<file path="src/rtl/psw_pkg.sv">
// Package: constants for the processor supervisor watchdog reset block
package psw_pkg;

    // -------------------------------------------------------------
    // Clock and timing
    // -------------------------------------------------------------
    localparam int CLK_HZ = 10_000_000;
    localparam int CLK_PERIOD_NS = 100;

    // Time base tick: 1 us
    localparam int TICK_US = 1;
    localparam int TICK_CYC = (CLK_HZ / 1_000_000) * TICK_US;

    // Reset hold, least time, in ms
    localparam int HOLD_MS = 250;
    localparam int HOLD_TICKS = HOLD_MS * 1000 / TICK_US;

    // Manual reset debounce; must settle inside the 20 ms limit
    localparam int PDLY_MAX_MS = 20;
    localparam int DEBOUNCE_MS = 10;
    localparam int DEBOUNCE_TICKS = DEBOUNCE_MS * 1000 / TICK_US;

    // Power fail detect to reset, longest time, in us
    localparam int PFAIL_MAX_US = 175;
    localparam int PFAIL_MAX_CYC = PFAIL_MAX_US * CLK_HZ / 1_000_000;

    // Watchdog typical timeouts, in ms
    localparam int WD_GND_MS = 150;
    localparam int WD_FLOAT_MS = 600;
    localparam int WD_VCC_MS = 1200;
    localparam int WD_GND_TICKS = WD_GND_MS * 1000 / TICK_US;
    localparam int WD_FLOAT_TICKS = WD_FLOAT_MS * 1000 / TICK_US;
    localparam int WD_VCC_TICKS = WD_VCC_MS * 1000 / TICK_US;

    // Maximum strobe intervals the processor must keep, in us
    localparam int WD_GND_MIN_US = 62_500;
    localparam int WD_FLOAT_MIN_US = 250_000;
    localparam int WD_VCC_MIN_US = 500_000;

    localparam int TICK_W = 24;

    // -------------------------------------------------------------
    // Delay select encoding
    // -------------------------------------------------------------
    typedef enum logic [1:0]
    {
        PSW_TD_GND = 2'h0,
        PSW_TD_FLOAT = 2'h1,
        PSW_TD_VCC = 2'h2
    } psw_td_t;

    localparam int SYNC_STAGES = 2;

endpackage : psw_pkg

</file>
<file path="src/rtl/psw_sync.sv">
// Two flip-flop synchroniser for one level input
module psw_sync
#(
    parameter logic RESET_VAL = 1'b0
)
(
    // Clock and reset
    input wire logic i_clk,
    input wire logic i_rst,
    // Data
    input wire logic i_d,
    output logic o_q
);

    logic s1_r;
    logic s1_nxt;
    logic s2_r;
    logic s2_nxt;

    always_comb
    begin
        s1_nxt = i_d;
        s2_nxt = s1_r;
    end

    always_ff @(posedge i_clk)
    begin
        if (i_rst)
        begin
            s1_r <= RESET_VAL;
            s2_r <= RESET_VAL;
        end
        else
        begin
            s1_r <= s1_nxt;
            s2_r <= s2_nxt;
        end
    end

    assign o_q = s2_r;

endmodule : psw_sync

</file>
<file path="src/rtl/psw_tick.sv">
// Divider producing a one-cycle time base enable
module psw_tick
#(
    parameter int DIV = 10
)
(
    // Clock and reset
    input wire logic i_clk,
    input wire logic i_rst,
    // Enable pulse
    output logic o_tick
);

    initial
    begin
        if (DIV < 1)
            $error("psw_tick: DIV must be at least 1");
        // The divider counter is only 16 bits wide
        if (DIV > 65536)
            $error("psw_tick: DIV exceeds divider counter");
    end

    logic [15:0] cnt_r;
    logic [15:0] cnt_nxt;
    logic tick_r;
    logic tick_nxt;

    always_comb
    begin
        if (cnt_r >= 16'(DIV - 1))
        begin
            cnt_nxt = 16'h0;
            tick_nxt = 1'b1;
        end
        else
        begin
            cnt_nxt = cnt_r + 16'h1;
            tick_nxt = 1'b0;
        end
    end

    always_ff @(posedge i_clk)
    begin
        if (i_rst)
        begin
            cnt_r <= 16'h0;
            tick_r <= 1'b0;
        end
        else
        begin
            cnt_r <= cnt_nxt;
            tick_r <= tick_nxt;
        end
    end

    assign o_tick = tick_r;

endmodule : psw_tick

</file>
<file path="src/rtl/psw_top.sv">
// Top: processor supervisor with power fail, manual reset and watchdog
//
// Contract
// [RULE1] An active power-fail indication forces both reset outputs active.
// [RULE2] After power-up or supply recovery both resets stay active at least 250 ms.
// [RULE3] Reset is asserted no later than 175 us after power fail is seen.
// [RULE4] Two reset outputs carry one state, active high and active low open drain.
// [RULE5] Manual reset is active low, debounced, and asserts reset while held low.
// [RULE6] Release of manual reset starts a hold of at least 250 ms with resets active.
// [RULE7] Reset is asserted within 20 ms of manual reset being stably low.
// [RULE8] Delay select picks 150 ms grounded, 600 ms floating, 1.2 s tied high.
// [RULE9] Watchdog counting starts as soon as both resets go inactive.
// [RULE10] Each strobe falling edge before expiry restarts the watchdog period.
// [RULE11] Watchdog expiry drives both resets active for at least 250 ms.
// [RULE12] The processor strobes within 62.5, 250 or 500 ms for the chosen setting.
// [RULE13] The watchdog cannot be disabled and runs whenever reset is released.
// [RULE14] The processor should derive the strobe from routine bus activity.
// [RULE15] All sources are ORed and any active source restarts the hold period.
// [RULE16] Inputs are synchronised and all delays come from clock counters. The code reads I_TIMEOUT_SELECT live, without a synchroniser.
module psw_top
import psw_pkg::*;
#(
    parameter int HOLD_T = HOLD_TICKS,
    parameter int DEBOUNCE_T = DEBOUNCE_TICKS,
    parameter int WD_GND_T = WD_GND_TICKS,
    parameter int WD_FLOAT_T = WD_FLOAT_TICKS,
    parameter int WD_VCC_T = WD_VCC_TICKS,
    parameter int TICK_DIV = TICK_CYC
)
(
    // Clock and reset
    input wire logic I_SYS_CLK,
    input wire logic I_RST,
    // Supervised sources
    input wire logic I_POWER_FAIL,
    input wire logic I_MANUAL_RESET_N,
    input wire logic I_WATCHDOG_STROBE_N,
    input wire psw_pkg::psw_td_t I_TIMEOUT_SELECT,
    // Reset outputs
    output logic O_RESET,
    output logic O_RESET_N_OUT,
    output logic O_RESET_N_OE,
    // Status
    output logic O_WATCHDOG_EXPIRED
);

    import psw_pkg::*;

    // ---------------------------------------------------------------
    // Parameter checks
    // ---------------------------------------------------------------
    // Values the counters cannot hold are refused before any run
    initial
    begin
        if (HOLD_T < 1 || DEBOUNCE_T < 1 || WD_GND_T < 1 || WD_FLOAT_T < 1 || WD_VCC_T < 1)
            $error("psw_top: tick counts must be at least 1");
        if (HOLD_T >= (1 << TICK_W) || WD_VCC_T >= (1 << TICK_W))
            $error("psw_top: tick counts exceed counter width");
        // Unused select code falls back to the longest setting
        if (WD_GND_T > WD_FLOAT_T || WD_FLOAT_T > WD_VCC_T)
            $error("psw_top: timeouts must not fall as the select code rises");
        if (TICK_DIV < 1)
            $error("psw_top: tick divider must be at least 1");
        if (longint'(DEBOUNCE_T) * TICK_US >= longint'(PDLY_MAX_MS) * 1000)
            $error("psw_top: debounce exceeds manual reset response limit");
        if (TICK_DIV > PFAIL_MAX_CYC)
            $error("psw_top: tick divider too slow");
    end

    // ---------------------------------------------------------------
    // Input synchronisers and time base
    // ---------------------------------------------------------------
    logic pfail_s;
    logic mr_n_s;
    logic stb_n_s;
    logic tick;

    // Power fail reads as active until the synchroniser has seen the pin
    psw_sync #(.RESET_VAL(1'b1)) u_sync_pf // see [RULE16]
    (
        .i_clk(I_SYS_CLK),
        .i_rst(I_RST),
        .i_d(I_POWER_FAIL),
        .o_q(pfail_s)
    );

    psw_sync #(.RESET_VAL(1'b1)) u_sync_mr // see [RULE16]
    (
        .i_clk(I_SYS_CLK),
        .i_rst(I_RST),
        .i_d(I_MANUAL_RESET_N),
        .o_q(mr_n_s)
    );

    psw_sync #(.RESET_VAL(1'b1)) u_sync_st // see [RULE16]
    (
        .i_clk(I_SYS_CLK),
        .i_rst(I_RST),
        .i_d(I_WATCHDOG_STROBE_N),
        .o_q(stb_n_s)
    );

    psw_tick #(.DIV(TICK_DIV)) u_tick
    (
        .i_clk(I_SYS_CLK),
        .i_rst(I_RST),
        .o_tick(tick)
    );

    // ---------------------------------------------------------------
    // Manual reset debounce
    // ---------------------------------------------------------------
    // Level must stay put for DEBOUNCE_T ticks before it is accepted
    // A bouncing release restarts the count and so stretches the hold
    logic mr_act_r;
    logic mr_act_nxt;
    logic [TICK_W-1:0] db_cnt_r;
    logic [TICK_W-1:0] db_cnt_nxt;

    always_comb
    begin
        mr_act_nxt = mr_act_r;
        db_cnt_nxt = db_cnt_r;
        if ((!mr_n_s) == mr_act_r)
        begin
            db_cnt_nxt = '0;
        end
        else if (tick)
        begin
            if (db_cnt_r >= TICK_W'(DEBOUNCE_T - 1))
            begin
                mr_act_nxt = !mr_n_s; // see [RULE5] [RULE7]
                db_cnt_nxt = '0;
            end
            else
            begin
                db_cnt_nxt = db_cnt_r + TICK_W'(1);
            end
        end
    end

    always_ff @(posedge I_SYS_CLK)
    begin
        if (I_RST)
        begin
            mr_act_r <= 1'b0;
            db_cnt_r <= '0;
        end
        else
        begin
            mr_act_r <= mr_act_nxt;
            db_cnt_r <= db_cnt_nxt;
        end
    end

    // ---------------------------------------------------------------
    // Reset hold and watchdog
    // ---------------------------------------------------------------
    logic rst_r;
    logic rst_nxt;
    logic [TICK_W-1:0] hold_cnt_r;
    logic [TICK_W-1:0] hold_cnt_nxt;
    logic [TICK_W-1:0] wd_cnt_r;
    logic [TICK_W-1:0] wd_cnt_nxt;
    logic wd_exp_r;
    logic wd_exp_nxt;
    logic stb_prev_r;
    logic stb_prev_nxt;
    logic stb_fall;
    logic any_src;
    logic [TICK_W-1:0] wd_limit;

    // Select is read live; a change mid-count applies from the next tick
    always_comb
    begin
        case (I_TIMEOUT_SELECT) // see [RULE8]
            PSW_TD_GND: wd_limit = TICK_W'(WD_GND_T);
            PSW_TD_FLOAT: wd_limit = TICK_W'(WD_FLOAT_T);
            PSW_TD_VCC: wd_limit = TICK_W'(WD_VCC_T);
            // Unused code treated as the longest setting
            default: wd_limit = TICK_W'(WD_VCC_T);
        endcase
    end

    // Edge is taken after the synchroniser; pulses under one clock are seen only if they span a rising edge
    assign stb_fall = stb_prev_r && !stb_n_s;
    // Power fail bypasses the tick so it acts within a few cycles
    assign any_src = pfail_s || mr_act_r || wd_exp_r; // see [RULE1] [RULE3] [RULE15]

    always_comb
    begin
        rst_nxt = rst_r;
        hold_cnt_nxt = hold_cnt_r;
        wd_cnt_nxt = wd_cnt_r;
        wd_exp_nxt = 1'b0;
        stb_prev_nxt = stb_n_s;
        if (any_src)
        begin
            rst_nxt = 1'b1; // see [RULE1] [RULE5] [RULE11]
            hold_cnt_nxt = '0; // see [RULE15] [RULE2] [RULE6]
            wd_cnt_nxt = '0;
        end
        else if (rst_r)
        begin
            wd_cnt_nxt = '0;
            if (tick)
            begin
                if (hold_cnt_r >= TICK_W'(HOLD_T - 1))
                begin
                    rst_nxt = 1'b0; // see [RULE2] [RULE6] [RULE11]
                end
                else
                begin
                    hold_cnt_nxt = hold_cnt_r + TICK_W'(1);
                end
            end
        end
        else
        begin
            // No disable path: counting runs whenever reset is released
            hold_cnt_nxt = '0;
            if (stb_fall)
            begin
                wd_cnt_nxt = '0; // see [RULE10]
            end
            else if (tick)
            begin
                if (wd_cnt_r >= wd_limit - TICK_W'(1))
                begin
                    wd_exp_nxt = 1'b1; // see [RULE11] [RULE13]
                    wd_cnt_nxt = '0;
                end
                else
                begin
                    wd_cnt_nxt = wd_cnt_r + TICK_W'(1); // see [RULE9]
                end
            end
        end
    end

    always_ff @(posedge I_SYS_CLK)
    begin
        if (I_RST)
        begin
            // Power-up begins with a full hold period
            rst_r <= 1'b1;
            hold_cnt_r <= '0;
            wd_cnt_r <= '0;
            wd_exp_r <= 1'b0;
            stb_prev_r <= 1'b1;
        end
        else
        begin
            rst_r <= rst_nxt;
            hold_cnt_r <= hold_cnt_nxt;
            wd_cnt_r <= wd_cnt_nxt;
            wd_exp_r <= wd_exp_nxt;
            stb_prev_r <= stb_prev_nxt;
        end
    end

    // ---------------------------------------------------------------
    // Output registers
    // ---------------------------------------------------------------
    logic o_rst_r;
    logic o_rst_nxt;
    logic o_oe_r;
    logic o_oe_nxt;
    logic o_exp_r;
    logic o_exp_nxt;

    // Both resets come from one next value, so no cycle shows them apart
    always_comb
    begin
        o_rst_nxt = rst_nxt; // see [RULE4]
        o_oe_nxt = rst_nxt; // see [RULE4]
        o_exp_nxt = wd_exp_nxt;
    end

    always_ff @(posedge I_SYS_CLK)
    begin
        if (I_RST)
        begin
            o_rst_r <= 1'b1;
            o_oe_r <= 1'b1;
            o_exp_r <= 1'b0;
        end
        else
        begin
            o_rst_r <= o_rst_nxt;
            o_oe_r <= o_oe_nxt;
            o_exp_r <= o_exp_nxt;
        end
    end

    assign O_RESET = o_rst_r;
    // Open drain: only ever drives low, released otherwise
    assign O_RESET_N_OUT = 1'b0;
    assign O_RESET_N_OE = o_oe_r;
    assign O_WATCHDOG_EXPIRED = o_exp_r;

endmodule : psw_top

</file>
<file path="config.mk">
export PLATFORM = sky130hd
export DESIGN_NAME = psw_top
export DESIGN_NICKNAME = d
export VERILOG_FILES = /design/src/rtl/psw_pkg.sv /design/src/rtl/psw_sync.sv /design/src/rtl/psw_tick.sv /design/src/rtl/psw_top.sv
export SDC_FILE = /design/constraint.sdc
export NUM_CORES = 1
export LEC_CHECK = 0
export BUFFER_PORTS_ARGS = -buffer_cell sky130_fd_sc_hd__buf_4
export CORE_AREA = 5 5 90 92
export DETAILED_ROUTE_END_ITERATION = 6
export DIE_AREA = 0 0 95 97
export GPL_ROUTABILITY_DRIVEN = 0
export HOLD_SLACK_MARGIN = 0.06
export PLACE_DENSITY = 0.8
export SYNTH_ARGS = -nofsm -noshare
export SYNTH_HDL_FRONTEND = slang
export SYNTH_SLANG_ARGS = --single-unit
</file>
<file path="constraint.sdc">
create_clock -name I_SYS_CLK -period 2.9 [get_ports I_SYS_CLK]
set_input_delay 0.58 -clock I_SYS_CLK [delete_from_list [all_inputs] [get_ports I_SYS_CLK]]
set_output_delay 0.58 -clock I_SYS_CLK [all_outputs]
set_load 0.02 [all_outputs]
</file>
==> After elaboration in Yosys (flattened, before gate mapping) <==
Index checks and enable logic that the tools add are counted.
{ "word_totals": {"output_inout_bits": 4, "register_bits": 99, "word_cells": 52, "input_bits": 7} }
{ "classes": {"n_mux": 8, "eq_ne": 2, "bitwise_logic": 4, "n_lt_le_gt_ge": 4, "reduce_logical": 14, "addsub": 5} }
{ "ops": {"columns": ["op", "n"], "rows": [
  ["$add A24 B1 Y24 const B", 3],
  ["$mux W24", 2],
  ["$pmux W21 S2", 1],
  ["$ge A24 B14 Y1 const B", 1],
  ["$ge A24 B18 Y1 const B", 1],
  ["$ge A24 B24 Y1", 1],
  ["$sub A24 B1 Y24 const B", 1],
  ["$add A16 B1 Y16 const B", 1],
  ["$ge A16 B4 Y1 const B", 1],
  ["$reduce_or A2 Y1", 3],
  ["$mux W1", 5],
  ["$reduce_or A5 Y1", 1],
  ["$not A1 Y1", 4],
  ["$reduce_or A4 Y1", 1],
  ["$reduce_and A3 Y1", 1],
  ["$reduce_or A3 Y1", 1],
  ["$eq A2 B1 Y1 const B", 1],
  ["$logic_not A1 Y1", 2],
  ["$logic_not A2 Y1", 1],
  ["$logic_or A1 B1 Y1", 2],
  ["$reduce_and A2 Y1", 1],
  ["$eq A1 B1 Y1", 1],
  ["$logic_and A1 B1 Y1", 1]
]} }

==> Depth between registers and ports, before layout <==
Gate-level depths: netlist (run 1).
{ "depth": {"word_depth": 5, "ltp_mapped": 10, "depth_no_buf": 8} }

==> By module <==
From an unflattened synthesis (run 1), not the netlist that was laid out.
{ "hier_totals": {"hier_cells": 500, "area_unflattened_um2": 4456.8} }
{ "by_module_without_submodules": {"columns": ["module", "cells_each", "seq_area_each_um2", "area_per_inst_um2", "instances"], "rows": [
  ["psw_top", 448, 1521.5, 3786.1, 1],
  ["psw_tick", 40, 340.3, 513.0, 1],
  ["psw_sync", 4, 40.0, 52.6, 3]
]} }

==> Least setup slack after synthesis (run 1) <==
Ideal clock, no wire load.
{ "synth_path": {"path_type": "input -> register", "startpoint": "input port I_TIMEOUT_SELECT[0]", "endpoint": "register wd_cnt_r[10]", "setup_ps": 132, "path_slack_ps": 557, "t_arrival_ps": 2211, "stages": 10, "n_path_buf": 2, "required_ps": 2768, "cell_sequence": "nor2b_1 -> buf_2 -> inv_1 -> ha_1 -> nand4b_1 -> nor3_1 -> nand4_1 -> a21oi_2 -> buf_2 -> nor3_1"} }
{ "synth_between": {"elab_chain_cells": 5, "elab_cells_between_ends": 6, "cone_classes": "add/sub (1); order compare (1); eq/ne (1); mux (2); reduce/logical (1)"} }
{ "synth_lines": {"columns": ["item", "line", "rtl"], "rows": [
  ["start: declaration", "psw_top.sv:38", "input wire psw_pkg::psw_td_t I_TIMEOUT_SELECT,"],
  ["$eq A2 B1 Y1 or $logic_not A2 Y1 (tied branches)", "psw_top.sv:176", "case (I_TIMEOUT_SELECT)"],
  ["$pmux W21 S2 *", "psw_top.sv:176", null],
  ["$sub A24 B1 Y24 *", "psw_top.sv:228", "if (wd_cnt_r >= wd_limit - TICK_W'(1))"],
  ["$ge A24 B24 Y1 *", "psw_top.sv:228", null],
  ["$mux W24 *", "psw_top.sv:228", null],
  ["end signal: assignment", "psw_top.sv:256", "wd_cnt_r <= wd_cnt_nxt;"],
  ["end: declaration", "psw_top.sv:163", "logic [TICK_W-1:0] wd_cnt_r;"]
]} }
Mark *: on every way between the ends. The rest lies on a longest branch, timed or not.
A chain may end at the register's enable or synchronous reset.

==> Worst setup path after layout (run 1) <==
{ "layout_path": {"startpoint": "register hold_cnt_r[0]", "endpoint": "register hold_cnt_r[14]"} }
{ "layout_between": {"elab_chain_cells": 3, "elab_cells_between_ends": 4, "cone_classes": "add/sub (1); order compare (1); bitwise (1); reduce/logical (1)"} }
{ "layout_lines": {"columns": ["item", "line", "rtl"], "rows": [
  ["start: declaration", "psw_top.sv:161", "logic [TICK_W-1:0] hold_cnt_r;"],
  ["start signal: assignment", "psw_top.sv:255", "hold_cnt_r <= hold_cnt_nxt;"],
  ["$ge A24 B18 Y1", "psw_top.sv:208", "if (hold_cnt_r >= TICK_W'(HOLD_T - 1))"],
  ["$not A1 Y1 (no source line)", null, null],
  ["$reduce_and A2 Y1 (no source line)", null, null]
]} }
Several ways; a longest one is shown, not always the timed one.

==> results of run 1 <==
power by group:
| group | leakage, nW | switching, mW | internal, mW |
|---|---|---|---|
| combinational | 0.723 | 0.0287 | 0.0201 |
| sequential | 0.804 | 0.00712 | 1.37 |
| clock | 0.107 | 0.481 | 0.414 |
state kept, by name, indices dropped and copies added, names as in the netlist, 16 cells and up:
signal,count
db_cnt_r,24
hold_cnt_r,24
u_tick.cnt_r,16
wd_cnt_r,24
worst max-delay path, stage by stage, from the launching register on:
cell,delay [ns]
dfxtp_1,0.37
ha_1,0.23
a311oi_1,0.11
o311a_1,0.34
o211ai_2,0.60
buf_4,0.29
nor3_1,0.08
xnor2_1,0.14
nor2_1,0.05
worst max path at each step:
stage / startpoint / endpoint / slack (ns) / cells past startpoint
floorplan: I_TIMEOUT_SELECT[0] / wd_cnt_r[10]$_SDFFE_PP0P_ / 0.56 / 10
detailed placement: I_TIMEOUT_SELECT[1] / wd_cnt_r[17]$_SDFFE_PP0P_ / 0.33 / 10
global placement: I_TIMEOUT_SELECT[1] / wd_cnt_r[10]$_SDFFE_PP0P_ / 0.41 / 10
global route: hold_cnt_r[0]$_SDFFE_PP0P_ / hold_cnt_r[14]$_SDFFE_PP0P_ / 0.40 / 8
finish: hold_cnt_r[0]$_SDFFE_PP0P_ / hold_cnt_r[14]$_SDFFE_PP0P_ / 0.57 / 8
CTS: hold_cnt_r[0]$_SDFFE_PP0P_ / hold_cnt_r[14]$_SDFFE_PP0P_ / 0.57 / 8
cells in the final DEF, fill, tap and decap left out, types with 14 or more instances in the layout:
cell | synthesis | final
inv_1 | 16 | 16
buf_4 | 4 | 15
nor3_1 | 36 | 36
nand4_1 | 15 | 15
dfxtp_1 | 99 | 99
nand3_1 | 21 | 21
xor2_1 | 22 | 22
xnor2_1 | 34 | 34
and3_1 | 17 | 17
nor2_1 | 55 | 55
nand2_1 | 33 | 33
a21oi_1 | 14 | 14
area by class of cell:
class | count | area share (%)
clock buffers | 9 | 2.62
clock inverters | 7 | 1.72
inverters | 16 | 1.27
multi-input cells | 354 | 47.5
flip-flops and latches | 99 | 41.9
well taps | 99 | 2.62
repair buffers | 15 | 2.38
cells by family (layout without fill, tap and decap cells):
| logic type | after synthesis | count (layout) | share of synthesized area [%] |
|---|---|---|---|
| AND/OR/NAND/NOR | 227 | 227 | 28.6 |
| flip-flops | 99 | 99 | 45.6 |
| XOR/XNOR | 56 | 56 | 11.3 |
| AO/OA/AOI/OAI | 44 | 44 | 6.74 |
| buffers and inverters | 35 | 47 | 3.72 |
| adder cells (fa/ha/maj) | 13 | 13 | 3.74 |
| other | 1 | 13 | 0.0863 |
| multiplexers | 1 | 1 | 0.230 |
layer usage:
metal  vias up  global-route usage, %  wire length, microns
met5         -                      0                     0
met4         0                   5.77                    68
met3         8                   5.20                   320
met2        46                   27.2                  3680
met1      1510                   21.7                  3440
li1       1680                      -                     -
==> metrics, run 1 <==
area growth from synthesis to layout 8.87%; CP endpoint kind flop; global-route wire length before repair 12900 microns; register area 1980 sq um; dpl ws 0.327 ns; Post-CTS Hold Fix Bufs 0; post-route insts no fill 599; GRT Util Overall 17.1%; Multi-input gate area 2250 sq um; drt pass-1 iters 5; worst clock skew 0.0103 ns; DP Area 4520 sq um; Setup Fix Bufs, Post-CTS 0; fmax 429 MHz; required time of the critical path 3.15 ns; vias in the first global route 2940; Hold WC Path Type in2reg; Yosys cell types 50; total CTS buffers 9; initial core utilization 60.9%; Clock Latency Late Sink 0.36 ns; Worst setup SP type flop; Least-Margin Pin Slew 0.816 ns; fin crit period 2.33 ns; row cnt 31; Post-Synthesis Cells 476; Clock transition at path regs 0.10 ns; Synth top cells by count dfxtp_1 (99), nor2_1 (55), nor3_1 (36); vias per cell 5.42; final hold violations 0; leakage 1.63 nW; clk sinks 99; Detail Placement HPWL 5330 microns; Initial DRC Count 134; share of layout cells above drive strength 1 10.6%; Synth area leaders dfxtp_1 (46%), xnor2_1 (6.9%), nor2_1 (4.8%); I/O Pins 11; sequential area share after synthesis 45.6%; Hold Crit Endpoint u_sync_pf.s1_r$_SDFF_PP1_; Hold Crit Start I_POWER_FAIL; share of flip-flops with an asynchronous set or reset 0%; crit path kind reg2reg; fin area 4730 sq um; Synthesis Warnings 0; Worst Path Arrival 2.58 ns; post-route ant nets 0; WL/cell 12.5 microns; Setup TNS Final 0 ns; reg2reg start hold_cnt_r[0]$_SDFFE_PP0P_; Synth Register Bits 99; Synth top area share 45.6%; DP Cell Count 583; RSZ-0062 raised after global routing no; Die Height 97 microns; worst hold path depth 2; Max Cap Violations 0; count leader, synth dfxtp_1; Post-synth EDFFs 0; CTS tree yes; H-tree depth 3; Avg Inst Size Synth 9.13 sq um; relative slew slack 45.5%; CP Max Fanout 14; root buf cell clkbuf_8; initial antenna violation count 0; leading area contributor after synthesis dfxtp_1; R2R setup slack 0.57 ns; core area 7140 sq um; worst r2r path cells 8; hold_ws 0.394 ns; antenna cells 0; Worst R2R End hold_cnt_r[14]$_SDFFE_PP0P_; Pins Over Slew Limit 0; DIE WIDTH 95 microns; Post-Syn Area 4340 sq um; Cell Pwr Density 491 nW/um^2; post-cts gate resize count 0; PortBufs 9; Fillers 603; final WL 7510 microns; remaining global-route overflow 0; Remaining DRCs 0; status complete, no violations; dominant synthesized flop cell dfxtp_1; Via Count 3244; fin crit share 80.4%; Final Power 2.32 mW; VDD IR-drop max 375 uV; fin util 66.3%; pin count of the biggest net entering global routing 26; Longest Clk Path Bufs 2; final setup vio count 0; post-route worst setup slack 0.569 ns; nets@finish 515; die area 9220 sq um
Power figures use the tool's default switching activity.
==> inputs of run 2 (changes only) <==
--- a/config.mk
+++ b/config.mk
@@ -6,12 +6,12 @@
 export NUM_CORES = 1
 export LEC_CHECK = 0
 export BUFFER_PORTS_ARGS = -buffer_cell sky130_fd_sc_hd__buf_4
-export CORE_AREA = 5 5 90 92
+export CORE_AREA = 5 5 95 97
 export DETAILED_ROUTE_END_ITERATION = 6
-export DIE_AREA = 0 0 95 97
+export DIE_AREA = 0 0 100 102
 export GPL_ROUTABILITY_DRIVEN = 0
 export HOLD_SLACK_MARGIN = 0.06
-export PLACE_DENSITY = 0.8
+export PLACE_DENSITY = 0.75
 export SYNTH_ARGS = -nofsm -noshare
 export SYNTH_HDL_FRONTEND = slang
 export SYNTH_SLANG_ARGS = --single-unit
==> constraint.sdc (replaced) <==
create_clock -name I_SYS_CLK -period 2.1 [get_ports I_SYS_CLK]
set_input_delay 0.42 -clock I_SYS_CLK [delete_from_list [all_inputs] [get_ports I_SYS_CLK]]
set_output_delay 0.42 -clock I_SYS_CLK [all_outputs]
set_load 0.02 [all_outputs]
==> run 2 against run 1 <==
  * Sequential power up 38%
  * Combinational power increased by 72%
  * Cell count increased by 4.8%
  * Design area is 4.7% higher
  * Register-to-register slack worse by 0.43 ns
  * Routed wire length is 7.1% higher
  * Critical path depth did not move
  * Hold slack lost 0.16 ns
==> metrics, run 2 (synthesized netlist as in run 1, its figures left out) <==
Final Power 3.25 mW (+40%); clock group share of total power 38.9% (+0.4 points); GRT Util Overall 16.8% (-0.30 points); initial antenna violation count 0 (unchanged); fin crit share 93.5% (+13 points); WL/cell 12.8 microns (+2.1%); most common cell after layout, fill and taps aside dfxtp_1; antenna cells 0 (unchanged); grt met3 use 5.12% (-0.078 points); Pins Over Slew Limit 0 (unchanged); Power Internal 2.52 mW (+39%); clk sinks 99 (unchanged); Fillers 688 (+14%); Clock transition at path regs 0.10 ns (about the same); nets@finish 538 (+4.5%); CP endpoint kind flop; root buf cell clkbuf_8; Post-CTS Hold Fix Bufs 0 (unchanged); status complete, no violations; initial core utilization 54.0% (-6.9 points); vias in the first global route 3234 (+10%); I/O Pins 11 (unchanged); critical path's slowest cell dfxtp_1; required time of the critical path 2.35 ns (-0.80 ns); met2 Use GR 28.7% (+1.5 points); fin area 4950 sq um (+4.7%); register area 1980 sq um (unchanged); Top Usage Layer GRT met2; final setup vio count 0 (unchanged); Cell Pwr Density 656 nW/um^2 (+34%); Detail Placement HPWL 5840 microns (+9.5%); drt pass-1 iters 5 (unchanged); leakage 1.75 nW (+7.0%); CTS tree yes; DP Area 4710 sq um (+4.0%); CP Max Fanout 8 (-6); fmax 509 MHz (+19%); Max stage delay on crit path 0.32 ns (-0.28 ns); Combinational Power Share 2.6% (+0.5 points); worst clock skew 0.0148 ns (+0.00453 ns); crit-path cells ha_1 -> a311oi_2 -> o311a_1 -> o211ai_4 -> buf_4 -> nor4_4 -> xnor2_1 -> nor2_1; final WL 8040 microns (+7.1%); GR Layer Usage met1 20.6% (-1.1 points); Clock Latency Late Sink 0.36 ns (about the same); crit-path leading delay family compound AO/OA/AOI/OAI gates; Worst setup SP type flop; row cnt 33 (+6.5%); pin count of the biggest net entering global routing 26 (unchanged); Worst Path Arrival 2.21 ns (-0.37 ns); Initial DRC Count 94 (-30%); Switch Pwr 735 uW (+42%); die area 10200 sq um (+11%); DIE WIDTH 100 microns (+5.3%); commonest cells after routing, fill and taps aside dfxtp_1 (99), nor2_1 (55), buf_4 (36); Setup TNS Final 0 ns (unchanged); total CTS buffers 9 (unchanged); share of layout cells above drive strength 1 14.9% (+4.3 points); Sw Share 22.6% (+0.36 points); area growth from synthesis to layout 14.0%; vias per cell 5.31 (-1.9%); global-route wire length before repair 14000 microns (+8.5%); PortBufs 9 (unchanged); VDD IR-drop max 515 uV (+38%); H-tree depth 3 (unchanged); remaining global-route overflow 0 (unchanged); crit path kind reg2reg; Hold WC Path Type in2reg; Via Count 3335 (+2.8%); core area 8050 sq um (+13%); Die Height 102 microns (+5.2%); final hold violations 0 (unchanged); Longest Clk Path Bufs 2 (unchanged); post-route ant nets 0 (unchanged); power share of the sequential group 58.6% (-0.8 points); Max Cap Violations 0 (unchanged); RSZ-0062 raised after global routing no; Largest regs db_cnt_r (24), hold_cnt_r (24), wd_cnt_r (24); CP bufs+invs 1 (unchanged); Multi-input gate area 2270 sq um (+1.1%); Remaining DRCs 0 (unchanged); fin crit period 1.96 ns (-0.368 ns)
-- run 2: cell count changes in the layout (fill, tap and decap cells not counted), sizes merged --
| cell | previous run | this run |
|---|---|---|
| clkbuf | 9 | 10 |
| inv | 20 | 21 |
| buf | 15 | 38 |
| clkinv | 2 | 0 |
-- run 2: cell type report --
class / instances / area share, %
multi-input cells: 354 / 45.9
well taps: 105 / 2.65
inverters: 16 / 1.21
clock inverters: 6 / 1.59
flip-flops and latches: 99 / 40.0
repair buffers: 38 / 6.09
clock buffers: 10 / 2.58
-- run 2: repair_timing --
item,CTS,global route
endpoints found under the setup margin,0,12
setup buffers,0,2
resized for setup,0,5
hold endpoints to repair,0,0
-- run 2: path summary, 6_finish.rpt --
kind                                    from                    endpoint  slack (ns)  cells after the start
setup / recovery  hold_cnt_r[0]$_SDFFE_PP0P_  hold_cnt_r[7]$_SDFFE_PP0P_        0.14                      8
hold / removal                  I_POWER_FAIL   u_sync_pf.s1_r$_SDFF_PP1_        0.24                      2
setup reg to reg  hold_cnt_r[0]$_SDFFE_PP0P_  hold_cnt_r[7]$_SDFFE_PP0P_        0.14                      8
hold reg to reg    u_sync_mr.s1_r$_SDFF_PP1_    u_sync_mr.o_q$_SDFF_PP1_        0.42                      1
-- run 2: power groups by stage --
stage               Sequential [mW]  Clock [mW]  Combinational [mW]
floorplan                      1.94           0              0.0539
global placement               1.95           0              0.0760
finish                         1.90        1.26              0.0840
global route                   1.91        1.38              0.0930
detailed placement             1.95           0              0.0786
CTS                            1.90        1.31              0.0789
-- run 2: metal layers --
metal	part of all wire [%]	up-vias	wire length, microns
li1	-	1728	-
met1	47	1563	3760
met2	49	35	3930
met3	3.1	9	246
met4	1.3	0	104
met5	0	-	0
-- run 2: worst reg2reg max path: stages (launching register included) --
cell and delay [ns]:
dfxtp_1 0.32, ha_1 0.22, a311oi_2 0.27, o311a_1 0.27, o211ai_4 0.12, buf_4 0.20, nor4_4 0.26, xnor2_1 0.14
nor2_1 0.06
-- run 2: through the flow --
| stage | hold slack [ns] | setup WS [ns] | std cells | utilization, % |
|---|---|---|---|---|
| after floorplan | 0.389 | -0.0266 | 488 | - |
| after global placement | 0.401 | -0.0490 | 610 | 58.5 |
| after detailed placement | 0.393 | -0.163 | 610 | 58.5 |
| after CTS | 0.220 | 0.0699 | 626 | 61.0 |
| after global routing | 0.211 | 0.00999 | 628 | 61.5 |
| final | 0.237 | 0.136 | 628 | 61.5 |
==> inputs of run 3 (changes only) <==
--- a/config.mk
+++ b/config.mk
@@ -12,6 +12,7 @@
 export GPL_ROUTABILITY_DRIVEN = 0
 export HOLD_SLACK_MARGIN = 0.06
 export PLACE_DENSITY = 0.75
+export REMOVE_ABC_BUFFERS = 1
 export SYNTH_ARGS = -nofsm -noshare
 export SYNTH_HDL_FRONTEND = slang
 export SYNTH_SLANG_ARGS = --single-unit
==> run 3 against run 2 <==
  * Flip-flop and latch count unchanged
  * Critical endpoint is now wd_cnt_r[12]$_SDFFE_PP0P_
  * Highest routed layer unchanged
  * Critical path depth up 2
  * Clock-buffer cell count down 1
  * Non-clock buffer count up 8
  * Sequential power about the same
  * Largest cell class unchanged
  * Via count up 2.5%
  * Register-to-register slack worse by 0.05 ns
  * Design area up 3.5%
  * Combinational power up 17%
  * Hold slack worse by 0.012 ns
  * Cell count up 1.3%
==> metrics, run 3 (synthesized netlist as in run 1, its figures left out) <==
status complete, no violations; worst clock skew 0.0136 ns (-0.00126 ns); required time of the critical path 2.35 ns (about the same); Longest Clk Path Bufs 2 (unchanged); CP endpoint kind flop; Largest regs db_cnt_r (24), hold_cnt_r (24), wd_cnt_r (24); Cell Pwr Density 635 nW/um^2 (-3.2%); VDD IR-drop max 554 uV (+7.6%); critical path's slowest cell nor3_1; Critical Path Most Common Cell nor3_1; root buf cell clkbuf_8; crit-path cells buf_4 -> nor2b_1 -> inv_1 -> ha_1 -> nand4b_1 -> nor3_1 -> nand4_1 -> a21oi_4 -> buf_12 -> nor3_1; antenna cells 0 (unchanged); PortBufs 9 (unchanged); Worst Path Arrival 2.32 ns (+0.11 ns); crit path kind in2reg; initial core utilization 54.0% (unchanged); post-route ant nets 0 (unchanged); CP Max Fanout 11 (+3); leakage 1.83 nW (+4.7%); Setup TNS Final 0 ns (unchanged); row cnt 33 (unchanged); nets@finish 547 (+1.7%); fmax 482 MHz (-5.3%); most common cell after layout, fill and taps aside dfxtp_1; H-tree depth 3 (unchanged); vias per cell 5.38 (+1.2%); die area 10200 sq um (unchanged); drt pass-1 iters 4 (-1); power share of the sequential group 58.4% (-0.2 points); Fillers 663 (-3.6%); final setup vio count 0 (unchanged); fin area 5120 sq um (+3.5%); Hold WC Path Type in2reg; fin util 63.7% (+2.1 points); share of layout cells above drive strength 1 17.5% (+2.6 points); final hold violations 0 (unchanged); fin crit period 2.07 ns (+0.109 ns); vias in the first global route 3230 (-0.12%); CTS tree yes; clk sinks 99 (unchanged); fin crit share 98.7% (+5.2 points); Via Count 3419 (+2.5%); Die Height 102 microns (unchanged); Power Internal 2.51 mW (-0.12%); total CTS buffers 9 (unchanged); initial antenna violation count 0 (unchanged); Max Cap Violations 0 (unchanged); final WL 8550 microns (+6.4%); Combinational Power Share 3.0% (+0.4 points); global-route wire length before repair 14300 microns (+2.0%); WL/cell 13.4 microns (+5.0%); Switch Pwr 744 uW (+1.2%); core area 8050 sq um (unchanged); Detail Placement HPWL 5610 microns (-3.9%); DP Area 4720 sq um (+0.21%); Post-CTS Hold Fix Bufs 0 (unchanged); Clock transition at path regs 0.10 ns (about the same); I/O Pins 11 (unchanged); Worst setup SP type primary input; GRT Util Overall 17.1% (+0.31 points); clock group share of total power 38.5% (-0.4 points); commonest cells after routing, fill and taps aside dfxtp_1 (96), nor2_1 (54), buf_4 (41); Max stage delay on crit path 0.32 ns (about the same); Clock Latency Late Sink 0.37 ns (about the same); remaining global-route overflow 0 (unchanged); Pins Over Slew Limit 0 (unchanged); Initial DRC Count 131 (+39%); Final Power 3.26 mW (+0.19%); DIE WIDTH 100 microns (unchanged); area growth from synthesis to layout 18.0%; Sw Share 22.8% (+0.23 points); pin count of the biggest net entering global routing 26 (unchanged); Remaining DRCs 0 (unchanged)
==> run 3: cell count changes in the layout (fill, tap and decap cells not counted), sizes merged <==
cell	delta
buf	+6
clkbuf	+1
a21oi	+1
==> run 3: final cells by class <==
cell class | count | area, sq um | area share [%]
Timing Repair Buffer | 46 | 418 | 8.15
Clock inverter | 6 | 76.3 | 1.49
Multi-Input combinational cell | 355 | 2330 | 45.5
Inverter | 16 | 60.1 | 1.17
Sequential cell | 99 | 1990 | 38.7
Clock buffer | 9 | 124 | 2.42
Tap cell | 105 | 131 | 2.56
==> run 3: stage by stage <==
stage          setup WS, ns  hold WS [ns]  cells
5_1_grt             -0.0958         0.197    636
3_5_place_dp         -0.645         0.393    612
2_1_floorplan        -0.476         0.389    469
6_report             0.0272         0.225    636
3_3_place_gp         -0.512         0.393    612
4_1_cts             0.00195         0.210    627
==> run 3: final timing paths <==
path | startpoint | to | slack [ns] | depth (start not counted)
setup reg to reg | wd_cnt_r[20]$_SDFFE_PP0P_ | wd_cnt_r[12]$_SDFFE_PP0P_ | 0.09 | 7
hold / removal | I_WATCHDOG_STROBE_N | u_sync_st.s1_r$_SDFF_PP1_ | 0.23 | 2
hold reg to reg | u_sync_pf.s1_r$_SDFF_PP1_ | u_sync_pf.o_q$_SDFF_PP1_ | 0.42 | 1
setup / recovery | I_TIMEOUT_SELECT[1] | wd_cnt_r[12]$_SDFFE_PP0P_ | 0.03 | 10
==> run 3: critical path: cells and delay by family <==
family          cells  cell delay, ns
fa+ha+maj           1            0.30
buf+inv             3            0.37
compound gates      1            0.25
simple gates        5            0.96
==> run 3: repair_timing <==
item,4_1_cts,5_1_grt
endpoints found under the hold margin,0,0
setup endpoints to repair,22,32
resized for setup,1,15
pin swaps,1,5
cloned,0,3
buffers inserted,0,6
==> run 3: power groups by stage <==
stage / registers (mW) / logic, mW / clock network [mW]
finish: 1.90 / 0.0980 / 1.26
global route: 1.91 / 0.108 / 1.38
CTS: 1.90 / 0.0811 / 1.30
detailed placement: 1.95 / 0.0805 / 0
global placement: 1.95 / 0.0785 / 0
floorplan: 1.95 / 0.0404 / 0
==> run 3: routing by layer <==
metal  track usage, %  part of all wire, %  vias to the layer above
met5                0                    0                        -
met4             6.01                  1.3                        0
met3             4.37                  3.0                        9
met2             28.6                   48                       47
met1             21.5                   48                     1620
li1                 -                    -                     1743
